<file path="src/clock_select_pkg.sv">
// constants for the system clock select, divide and precise oscillator block
package clock_select_pkg;
  // ==========================================================================
  // register offsets
  localparam logic [7:0] SRC_DIV_ADDR  = 8'ha9;
  localparam logic [7:0] OSC_CTL_ADDR  = 8'hb2;
  localparam logic [7:0] OSC_TRIM_ADDR = 8'hb3;
  // ==========================================================================
  // reset values
  localparam logic [7:0] SRC_DIV_RESET = 8'h34;
  localparam logic [7:0] OSC_CTL_RESET = 8'h0f;
  localparam logic [7:0] UNMAPPED_READ = 8'h00;
  // ==========================================================================
  // field positions
  localparam int APPLIED_BIT  = 7;
  localparam int DIV_HI       = 6;
  localparam int DIV_LO       = 4;
  localparam int UNUSED_BIT   = 3;
  localparam int SRC_HI       = 2;
  localparam int SRC_LO       = 0;
  localparam int OSC_ON_BIT   = 7;
  localparam int SETTLED_BIT  = 6;
  localparam int DITHER_BIT   = 7;
  localparam int TRIM_HI      = 6;
  localparam logic [5:0] OSC_CTL_RSVD = 6'h0f;
  // ==========================================================================
  // source codes, index into the oscillator level vector
  localparam logic [2:0] SRC_PRECISE = 3'h0;
  localparam logic [2:0] SRC_EXT     = 3'h1;
  localparam logic [2:0] SRC_RSVD    = 3'h2;
  localparam logic [2:0] SRC_RTC     = 3'h3;
  localparam int OSC_PRECISE = 0;
  localparam int OSC_EXT     = 1;
  localparam int OSC_RTC     = 2;
  localparam int OSC_LP      = 3;
  // ==========================================================================
  // timing
  localparam int MAX_DIV_SRC_CYCLES = 128;
  localparam int SETTLE_CYCLES      = 16;
endpackage : clock_select_pkg

</file>
<file path="src/system_clock_select_divide.sv">
// system clock source select, power-of-two divider and precise oscillator
// Operation
// - system clock is undivided source divided by two to the divide code
// - new divide ratio takes effect within 128 undivided source cycles
// - read-only applied flag: 0 while divide pending, 1 once applied
// - source may change while running, after one slower-oscillator period
// - source code: 0 precise, 1 external, 2 reserved, 3 rtc, 1xx low power
// - bit 3 of source/divide register reads zero; software writes zero
// - precise oscillator runs while control bit 7 is set
// - settled flag reads 1 only while oscillator runs at set frequency
// - low six control bits read 001111b; software writes 001111b
// - trim bit 7 turns on spread-spectrum dithering
// - seven-bit trim field steers oscillator, larger value is slower
// - factory trim loaded at reset; software keeps 16 to 24.5 MHz
`timescale 1ns/1ns
module system_clock_select_divide #(
  parameter int SETTLE = clock_select_pkg::SETTLE_CYCLES
) (
  input  wire logic       core_clk,
  input  wire logic       reset,
  input  wire logic       clk_en,
  input  wire logic [7:0] sfr_addr,
  input  wire logic       sfr_wr,
  input  wire logic       sfr_rd,
  input  wire logic [7:0] sfr_wdata,
  output logic      [7:0] sfr_rdata,
  input  wire logic [3:0] osc_level,
  input  wire logic [6:0] factory_trim,
  output logic            sysclk_out,
  output logic            precise_osc_on,
  output logic            dither_on,
  output logic      [6:0] precise_osc_trim
);
  // ==========================================================================
  // helpers
  function automatic logic [1:0] osc_index(input logic [2:0] code);
    if (code[2])
      return 2'(clock_select_pkg::OSC_LP);
    else if (code == clock_select_pkg::SRC_EXT)
      return 2'(clock_select_pkg::OSC_EXT);
    else if (code == clock_select_pkg::SRC_RTC)
      return 2'(clock_select_pkg::OSC_RTC);
    else
      return 2'(clock_select_pkg::OSC_PRECISE);
  endfunction : osc_index

  function automatic logic src_valid(input logic [2:0] code);
    return code != clock_select_pkg::SRC_RSVD;
  endfunction : src_valid

  // ==========================================================================
  // registers
  logic [2:0] sysclk_divide_code;
  logic [2:0] sysclk_source_code;
  logic       divide_applied_flag;
  logic       precise_osc_settled;
  logic [2:0] active_div;
  logic [2:0] active_src;
  logic [3:0] osc_q;
  logic [6:0] half_cnt;
  logic       seen_old;
  logic       seen_new;
  logic [7:0] settle_cnt;

  logic wr_src_div;
  logic wr_ctl;
  logic wr_trim;
  assign wr_src_div = clk_en && sfr_wr &&
                      sfr_addr == clock_select_pkg::SRC_DIV_ADDR;
  assign wr_ctl     = clk_en && sfr_wr &&
                      sfr_addr == clock_select_pkg::OSC_CTL_ADDR;
  assign wr_trim    = clk_en && sfr_wr &&
                      sfr_addr == clock_select_pkg::OSC_TRIM_ADDR;

  logic div_change;
  assign div_change = wr_src_div &&
    sfr_wdata[clock_select_pkg::DIV_HI:clock_select_pkg::DIV_LO] !=
    sysclk_divide_code;

  always_ff @(posedge core_clk) begin
    if (reset) begin
      sysclk_divide_code <= clock_select_pkg::SRC_DIV_RESET[6:4];
      sysclk_source_code <= clock_select_pkg::SRC_DIV_RESET[2:0];
    end else if (wr_src_div) begin
      // the unused bit is simply not stored, so it always reads zero
      sysclk_divide_code <=
        sfr_wdata[clock_select_pkg::DIV_HI:clock_select_pkg::DIV_LO];
      sysclk_source_code <=
        sfr_wdata[clock_select_pkg::SRC_HI:clock_select_pkg::SRC_LO];
    end
  end

  // factory trim is a level caught by the clocked reset branch
  always_ff @(posedge core_clk) begin
    if (reset) begin
      precise_osc_on   <= clock_select_pkg::OSC_CTL_RESET[7];
      dither_on        <= 1'b0;
      precise_osc_trim <= factory_trim;
    end else begin
      if (wr_ctl)
        precise_osc_on <= sfr_wdata[clock_select_pkg::OSC_ON_BIT];
      if (wr_trim) begin
        dither_on        <= sfr_wdata[clock_select_pkg::DITHER_BIT];
        precise_osc_trim <= sfr_wdata[clock_select_pkg::TRIM_HI:0];
      end
    end
  end

  // ==========================================================================
  // settle timer: a retrim or a switch-off drops the settled flag
  always_ff @(posedge core_clk) begin
    if (reset) begin
      settle_cnt          <= 8'h00;
      precise_osc_settled <= 1'b0;
    end else if (clk_en) begin
      if (!precise_osc_on || wr_trim || (wr_ctl &&
          !sfr_wdata[clock_select_pkg::OSC_ON_BIT])) begin
        settle_cnt          <= 8'h00;
        precise_osc_settled <= 1'b0;
      end else if (settle_cnt < 8'(SETTLE - 1)) begin
        settle_cnt <= settle_cnt + 8'h01;
      end else begin
        precise_osc_settled <= 1'b1;
      end
    end
  end

  // ==========================================================================
  // source switch: wait for a rising edge of both old and new oscillator
  logic [3:0] osc_rise;
  logic       sel_level;
  logic       sel_edge;
  logic       div_done;
  logic       switch_now;
  assign osc_rise  = osc_level & ~osc_q;
  assign sel_level = src_valid(active_src) && osc_level[osc_index(active_src)];
  assign sel_edge  = src_valid(active_src) &&
                     (osc_level[osc_index(active_src)] !=
                      osc_q[osc_index(active_src)]);
  assign switch_now = (active_src != sysclk_source_code) &&
                      (seen_old || osc_rise[osc_index(active_src)] ||
                       !src_valid(active_src)) &&
                      (seen_new || osc_rise[osc_index(sysclk_source_code)] ||
                       !src_valid(sysclk_source_code));
  assign div_done = sel_edge &&
                    half_cnt == 7'((1 << active_div) - 1);

  always_ff @(posedge core_clk) begin
    if (reset) begin
      // start from the pin levels so leaving reset shows no false edge
      osc_q      <= osc_level;
      active_src <= clock_select_pkg::SRC_DIV_RESET[2:0];
      seen_old   <= 1'b0;
      seen_new   <= 1'b0;
    end else if (clk_en) begin
      osc_q <= osc_level;
      if (switch_now || active_src == sysclk_source_code) begin
        seen_old <= 1'b0;
        seen_new <= 1'b0;
      end else begin
        seen_old <= seen_old || osc_rise[osc_index(active_src)];
        seen_new <= seen_new || osc_rise[osc_index(sysclk_source_code)];
      end
      if (switch_now)
        active_src <= sysclk_source_code;
    end
  end

  // ==========================================================================
  // divider: counts source half periods, toggles output every 2^div of them
  always_ff @(posedge core_clk) begin
    if (reset) begin
      half_cnt   <= 7'h00;
      sysclk_out <= 1'b0;
      active_div <= clock_select_pkg::SRC_DIV_RESET[6:4];
    end else if (clk_en) begin
      if (switch_now) begin
        half_cnt   <= 7'h00;
        // a pending ratio starts with the new source, so the apply time
        // stays bounded in cycles of the source that really runs
        active_div <= sysclk_divide_code;
      end else if (div_done) begin
        half_cnt <= 7'h00;
        // divide by one follows the source level, so a switch that lands
        // mid-period cannot leave the output inverted
        if (active_div == 3'h0)
          sysclk_out <= sel_level;
        else
          sysclk_out <= ~sysclk_out;
        // apart from a source switch, adopt a new ratio only at the end of a whole output period,
        // so no pulse is shorter than one source half period
        if (sysclk_out)
          active_div <= sysclk_divide_code;
      end else if (sel_edge) begin
        half_cnt <= half_cnt + 7'h01;
      end
    end
  end

  always_ff @(posedge core_clk) begin
    if (reset)
      divide_applied_flag <= 1'b0;
    else if (clk_en) begin
      if (div_change)
        divide_applied_flag <= 1'b0;
      else if (active_div == sysclk_divide_code)
        divide_applied_flag <= 1'b1;
    end
  end

  // ==========================================================================
  // register read port
  always_ff @(posedge core_clk) begin
    if (reset)
      sfr_rdata <= clock_select_pkg::UNMAPPED_READ;
    else if (clk_en && sfr_rd) begin
      unique case (sfr_addr)
        clock_select_pkg::SRC_DIV_ADDR:
          sfr_rdata <= {divide_applied_flag, sysclk_divide_code, 1'b0,
                        sysclk_source_code};
        clock_select_pkg::OSC_CTL_ADDR:
          sfr_rdata <= {precise_osc_on, precise_osc_settled,
                        clock_select_pkg::OSC_CTL_RSVD};
        clock_select_pkg::OSC_TRIM_ADDR:
          sfr_rdata <= {dither_on, precise_osc_trim};
        default:
          sfr_rdata <= clock_select_pkg::UNMAPPED_READ;
      endcase
    end
  end

  // ==========================================================================
  // checks
  logic [8:0] pend_rises;
  always_ff @(posedge core_clk) begin
    if (reset || divide_applied_flag)
      pend_rises <= 9'h000;
    else if (clk_en && sel_edge && sel_level && pend_rises != 9'h1ff)
      pend_rises <= pend_rises + 9'h001;
  end

  property p_flag_clear;
    @(posedge core_clk) disable iff (reset)
      div_change |=> !divide_applied_flag;
  endproperty
  a_flag_clear: assert property (p_flag_clear)
    else $error("applied flag not cleared by divide change");

  property p_apply_bound;
    @(posedge core_clk) disable iff (reset)
      pend_rises <= 9'(clock_select_pkg::MAX_DIV_SRC_CYCLES + 2);
  endproperty
  a_apply_bound: assert property (p_apply_bound)
    else $error("divide change took too many source cycles");

  property p_flag_meaning;
    @(posedge core_clk) disable iff (reset)
      divide_applied_flag && !$past(div_change) |->
        active_div == sysclk_divide_code;
  endproperty
  a_flag_meaning: assert property (p_flag_meaning)
    else $error("applied flag set while divide pending");

  property p_unused_zero;
    @(posedge core_clk) disable iff (reset)
      clk_en && sfr_rd && sfr_addr == clock_select_pkg::SRC_DIV_ADDR
        |=> sfr_rdata[clock_select_pkg::UNUSED_BIT] == 1'b0;
  endproperty
  a_unused_zero: assert property (p_unused_zero)
    else $error("unused bit read nonzero");

  property p_rsvd_read;
    @(posedge core_clk) disable iff (reset)
      clk_en && sfr_rd && sfr_addr == clock_select_pkg::OSC_CTL_ADDR
        |=> sfr_rdata[5:0] == clock_select_pkg::OSC_CTL_RSVD;
  endproperty
  a_rsvd_read: assert property (p_rsvd_read)
    else $error("control reserved bits read wrong");

  property p_settled_needs_on;
    @(posedge core_clk) disable iff (reset)
      precise_osc_settled |-> precise_osc_on && !$past(wr_trim);
  endproperty
  a_settled_needs_on: assert property (p_settled_needs_on)
    else $error("settled while oscillator off or retrimmed");

  property p_enable_write;
    @(posedge core_clk) disable iff (reset)
      wr_ctl |=> precise_osc_on == $past(sfr_wdata[7]);
  endproperty
  a_enable_write: assert property (p_enable_write)
    else $error("oscillator enable did not follow write");

  property p_dither_write;
    @(posedge core_clk) disable iff (reset)
      wr_trim |=> dither_on == $past(sfr_wdata[7]) &&
                  precise_osc_trim == $past(sfr_wdata[6:0]);
  endproperty
  a_dither_write: assert property (p_dither_write)
    else $error("trim register did not follow write");

  property p_out_on_edge;
    @(posedge core_clk) disable iff (reset)
      $changed(sysclk_out) |-> $past(sel_edge) && $past(clk_en);
  endproperty
  a_out_on_edge: assert property (p_out_on_edge)
    else $error("system clock moved without a source edge");

  property p_switch_wait;
    @(posedge core_clk) disable iff (reset)
      $changed(active_src) |-> $past(active_src != sysclk_source_code);
  endproperty
  a_switch_wait: assert property (p_switch_wait)
    else $error("source changed without request");

  property p_div_one;
    @(posedge core_clk) disable iff (reset)
      clk_en && active_div == 3'h0 && sel_edge && !switch_now
        |=> sysclk_out == $past(sel_level);
  endproperty
  a_div_one: assert property (p_div_one)
    else $error("divide by one does not follow source");
endmodule : system_clock_select_divide

</file>
<file path="config.mk">
export PLATFORM = sky130hd
export DESIGN_NAME = system_clock_select_divide
export DESIGN_NICKNAME = d
export VERILOG_FILES = /design/src/clock_select_pkg.sv /design/src/system_clock_select_divide.sv
export SDC_FILE = /design/constraint.sdc
export NUM_CORES = 1
export LEC_CHECK = 0
export ABC_AREA = 1
export BUFFER_PORTS_ARGS = -buffer_cell sky130_fd_sc_hd__buf_2
export CELL_PAD_IN_SITES_DETAIL_PLACEMENT = 0
export CELL_PAD_IN_SITES_GLOBAL_PLACEMENT = 1
export CORE_AREA = 4 4 107 109
export CTS_CLUSTER_DIAMETER = 100
export DETAILED_ROUTE_END_ITERATION = 8
export DIE_AREA = 0 0 111 113
export PLACE_DENSITY = 0.6
export SLEW_MARGIN = 5
export SYNTH_ARGS = -nofsm -noshare
export SYNTH_HDL_FRONTEND = slang
export SYNTH_SLANG_ARGS = --single-unit
</file>
<file path="constraint.sdc">
create_clock -name core_clk -period 2.6 [get_ports core_clk]
set_input_delay 0.26 -clock core_clk [delete_from_list [all_inputs] [get_ports core_clk]]
set_output_delay 0.26 -clock core_clk [all_outputs]
set_load 0.01 [all_outputs]
</file>
==> out/metrics.csv <==
metric,value,unit
status,completed,
"EDFF count, synth",11,
Max Slew Vio Count,0,
Crit path required time,2.81,ns
"Design Area, Final",0.00356,mm²
DPL Wire Length,6410,µm
initial antenna violation count,0,
clock slew at reported path FFs,0.11,ns
iteration-0 DRC count of the detailed router,107,
most frequent cells in the layout,"nand2_1 (139), inv_1 (52), buf_2 (49)",
Post-CTS Hold Buffers,0,
Sinks on Clock Net,53,
maxcap violations,0,
layout cells sized above 1,0.175,
total track usage,0.138,
sequential element share of the synthesized area,0.381,
syn_nets,484,
Hold Path Class,input port to flip-flop,
TritonCTS Buffers,5,
"Cell Area, Synth",0.00308,mm²
CP startpoint kind,flip-flop,
Layout Nets,531,
Reg power frac,0.555,
routed vias,2900,
worst-margin pin slew,0.383,ns
cells after synthesis,449,
# rows,38,
Overflow after GRT,0,
CTS Root Cell,clkbuf_8,
sw frac,0.273,
fin crit share,0.811,
WL final,8280,µm
IO buf count,49,
fmax,474,MHz
"Avg Cell Area, Syn",6.85,µm²
Finished Layout Cells,637,
final hold violation count,0,
Area Overhead vs Synth,15.7,%
core area,0.0106,mm²
# IOs,50,
total die area,0.0125,mm²
P_sw,431,µW
Worst EP arrival,2.32,ns
Synth cell types,36,
diode count,0,
GPL Wtd Cong,0.813,
height of the chip,113,µm
VDD IR max,0.224,mV
RSZ-0062 raised after global routing,no,
Post-DP Area,0.00346,mm²
ys async rst share,0,
first-pass GRT wire length,14300,µm
drt via density,4.55,
Fillers,1172,
CTS tree,built,
crit path max fanout,7,
number of remaining DRC errors,0,
Pint,1150,µW
YS warnings,0,
leakage power,0.00166,µW
Tmin final,2.11,ns
final setup fails,0,
Worst-Skew Late Latency,0.32,ns
post-cts resize count,0,
htree depth,2,
average wire per standard cell,13.0,µm
postcts setup bufs,0,
clock share of power,0.337,
kind of critical path,flip-flop to flip-flop,
die width,111,µm
P per Cell Area,443,mW/mm²
final clock skew,0.00660,ns
Rel. slew slack,0.744,
Clock Path Buffers,2,
setup TNS,0,ns
dpl cells,629,
pin count of the biggest net entering global routing,28,
main flop type after synthesis,dfxtp_1,
post-synthesis register bit count,53,
Initial Util,0.290,
drt first pass iters,4,
vias in the first global route,2924,
Final ANT Viol Nets,0,
"commonest non-fill, non-tap cell in the layout",nand2_1,
Gate power share,0.108,
crit end category,flip-flop,
## power groups by stage
stage / logic [µW] / clock network (µW) / registers (µW)
after floorplan: 96.2 / 0 / 897
after global placement: 172 / 0 / 895
after detailed placement: 172 / 0 / 895
after CTS: 173 / 546 / 876
after global routing: 194 / 584 / 879
final: 170 / 532 / 876
## cells in the mapped netlist (2+ instances only)
| master | count | share of area |
|---|---|---|
| buf_2 | 3 | 0.0049 |
| nand2_4 | 3 | 0.011 |
| inv_2 | 5 | 0.0061 |
| inv_1 | 52 | 0.063 |
| nand4_1 | 3 | 0.0061 |
| nor2_4 | 2 | 0.0073 |
| nand3_2 | 5 | 0.016 |
| xnor2_1 | 7 | 0.020 |
| o21ai_0 | 18 | 0.029 |
| nor2_1 | 33 | 0.040 |
| a31oi_1 | 2 | 0.0041 |
| nor4_1 | 2 | 0.0041 |
| a21oi_1 | 31 | 0.050 |
| dfxtp_1 | 42 | 0.27 |
| ha_1 | 3 | 0.012 |
| edfxtp_1 | 11 | 0.11 |
| nor3_1 | 6 | 0.0098 |
| xor2_1 | 4 | 0.011 |
| nand2_2 | 7 | 0.014 |
| nand2_1 | 139 | 0.17 |
| o211ai_1 | 5 | 0.012 |
| o22ai_1 | 4 | 0.0081 |
| nand3_1 | 43 | 0.070 |
| clkbuf_1 | 7 | 0.0085 |
## cell type report
cell class | count | area, µm² | share of cell area
clock buffer | 6 | 82.6 | 0.0232
clock inverter | 2 | 17.5 | 0.00492
inverter | 57 | 214 | 0.0601
multi-input combinational | 327 | 1630 | 0.458
sequential | 53 | 1170 | 0.329
tap | 140 | 175 | 0.0492
timing repair buffer | 52 | 268 | 0.0752
## worst paths after layout
path                            slack [ns]                        from  depth (start not counted)                         end
worst min-delay path                  0.16                osc_level[0]                          1          osc_q[0]$_DFFE_PP_
worst max-delay path                  0.49  active_div[0]$_SDFFE_PP1P_                         13  active_div[2]$_SDFFE_PP0P_
worst max register to register        0.49  active_div[0]$_SDFFE_PP1P_                         13  active_div[2]$_SDFFE_PP0P_
worst min register to register        0.45  settle_cnt[6]$_SDFFE_PP0P_                          2  settle_cnt[6]$_SDFFE_PP0P_
## critical path, cell delays in order (launching register included)
cell and delay [ns]:
dfxtp_1 0.40, nor2_2 0.20, nand2_1 0.12, ha_1 0.32, nand2_1 0.07, nand2_1 0.05, nor2_1 0.09, nand3_1 0.07
nor2_1 0.10, nand3_1 0.15, nor2_4 0.13, nand2_2 0.10, a21oi_1 0.14, nor2_1 0.06
## metrics by stage
stage | util | setup WS [ns] | hold WS, ns | total power [µW]
after global placement | 0.326 | 0.530 | 0.429 | 1070
after floorplan | - | 0.626 | 0.359 | 993
after global routing | 0.336 | 0.197 | 0.159 | 1660
final | 0.336 | 0.491 | 0.159 | 1580
after CTS | 0.336 | 0.464 | 0.154 | 1600
after detailed placement | 0.326 | 0.480 | 0.431 | 1070
## cell families after synthesis
family	share of synthesized area
AND/OR/NAND/NOR	0.370
buffers and inverters	0.0891
AO/OA/AOI/OAI	0.117
flip-flops	0.381
XOR/XNOR	0.0313
adder cells (fa/ha/maj)	0.0122
## layer usage
metal / wire length, µm / global-route usage / vias up
met5: 0 / 0 / -
met4: 97 / 0.0328 / 0
met3: 421 / 0.0305 / 8
met2: 3600 / 0.221 / 62
met1: 4160 / 0.189 / 1287
li1: - / - / 1543
## sequential cells by signal, indices dropped and copies added, names as in the netlist
register and flops:
active_div 3, active_src 3, dither_on 1, divide_applied_flag 1, half_cnt 7, osc_q 4
precise_osc_on 1, precise_osc_settled 1, precise_osc_trim 7, seen_new 1, seen_old 1, settle_cnt 8
sfr_rdata 8, sysclk_divide_code 3, sysclk_out 1, sysclk_source_code 3
(Power assumes the default switching activity.)
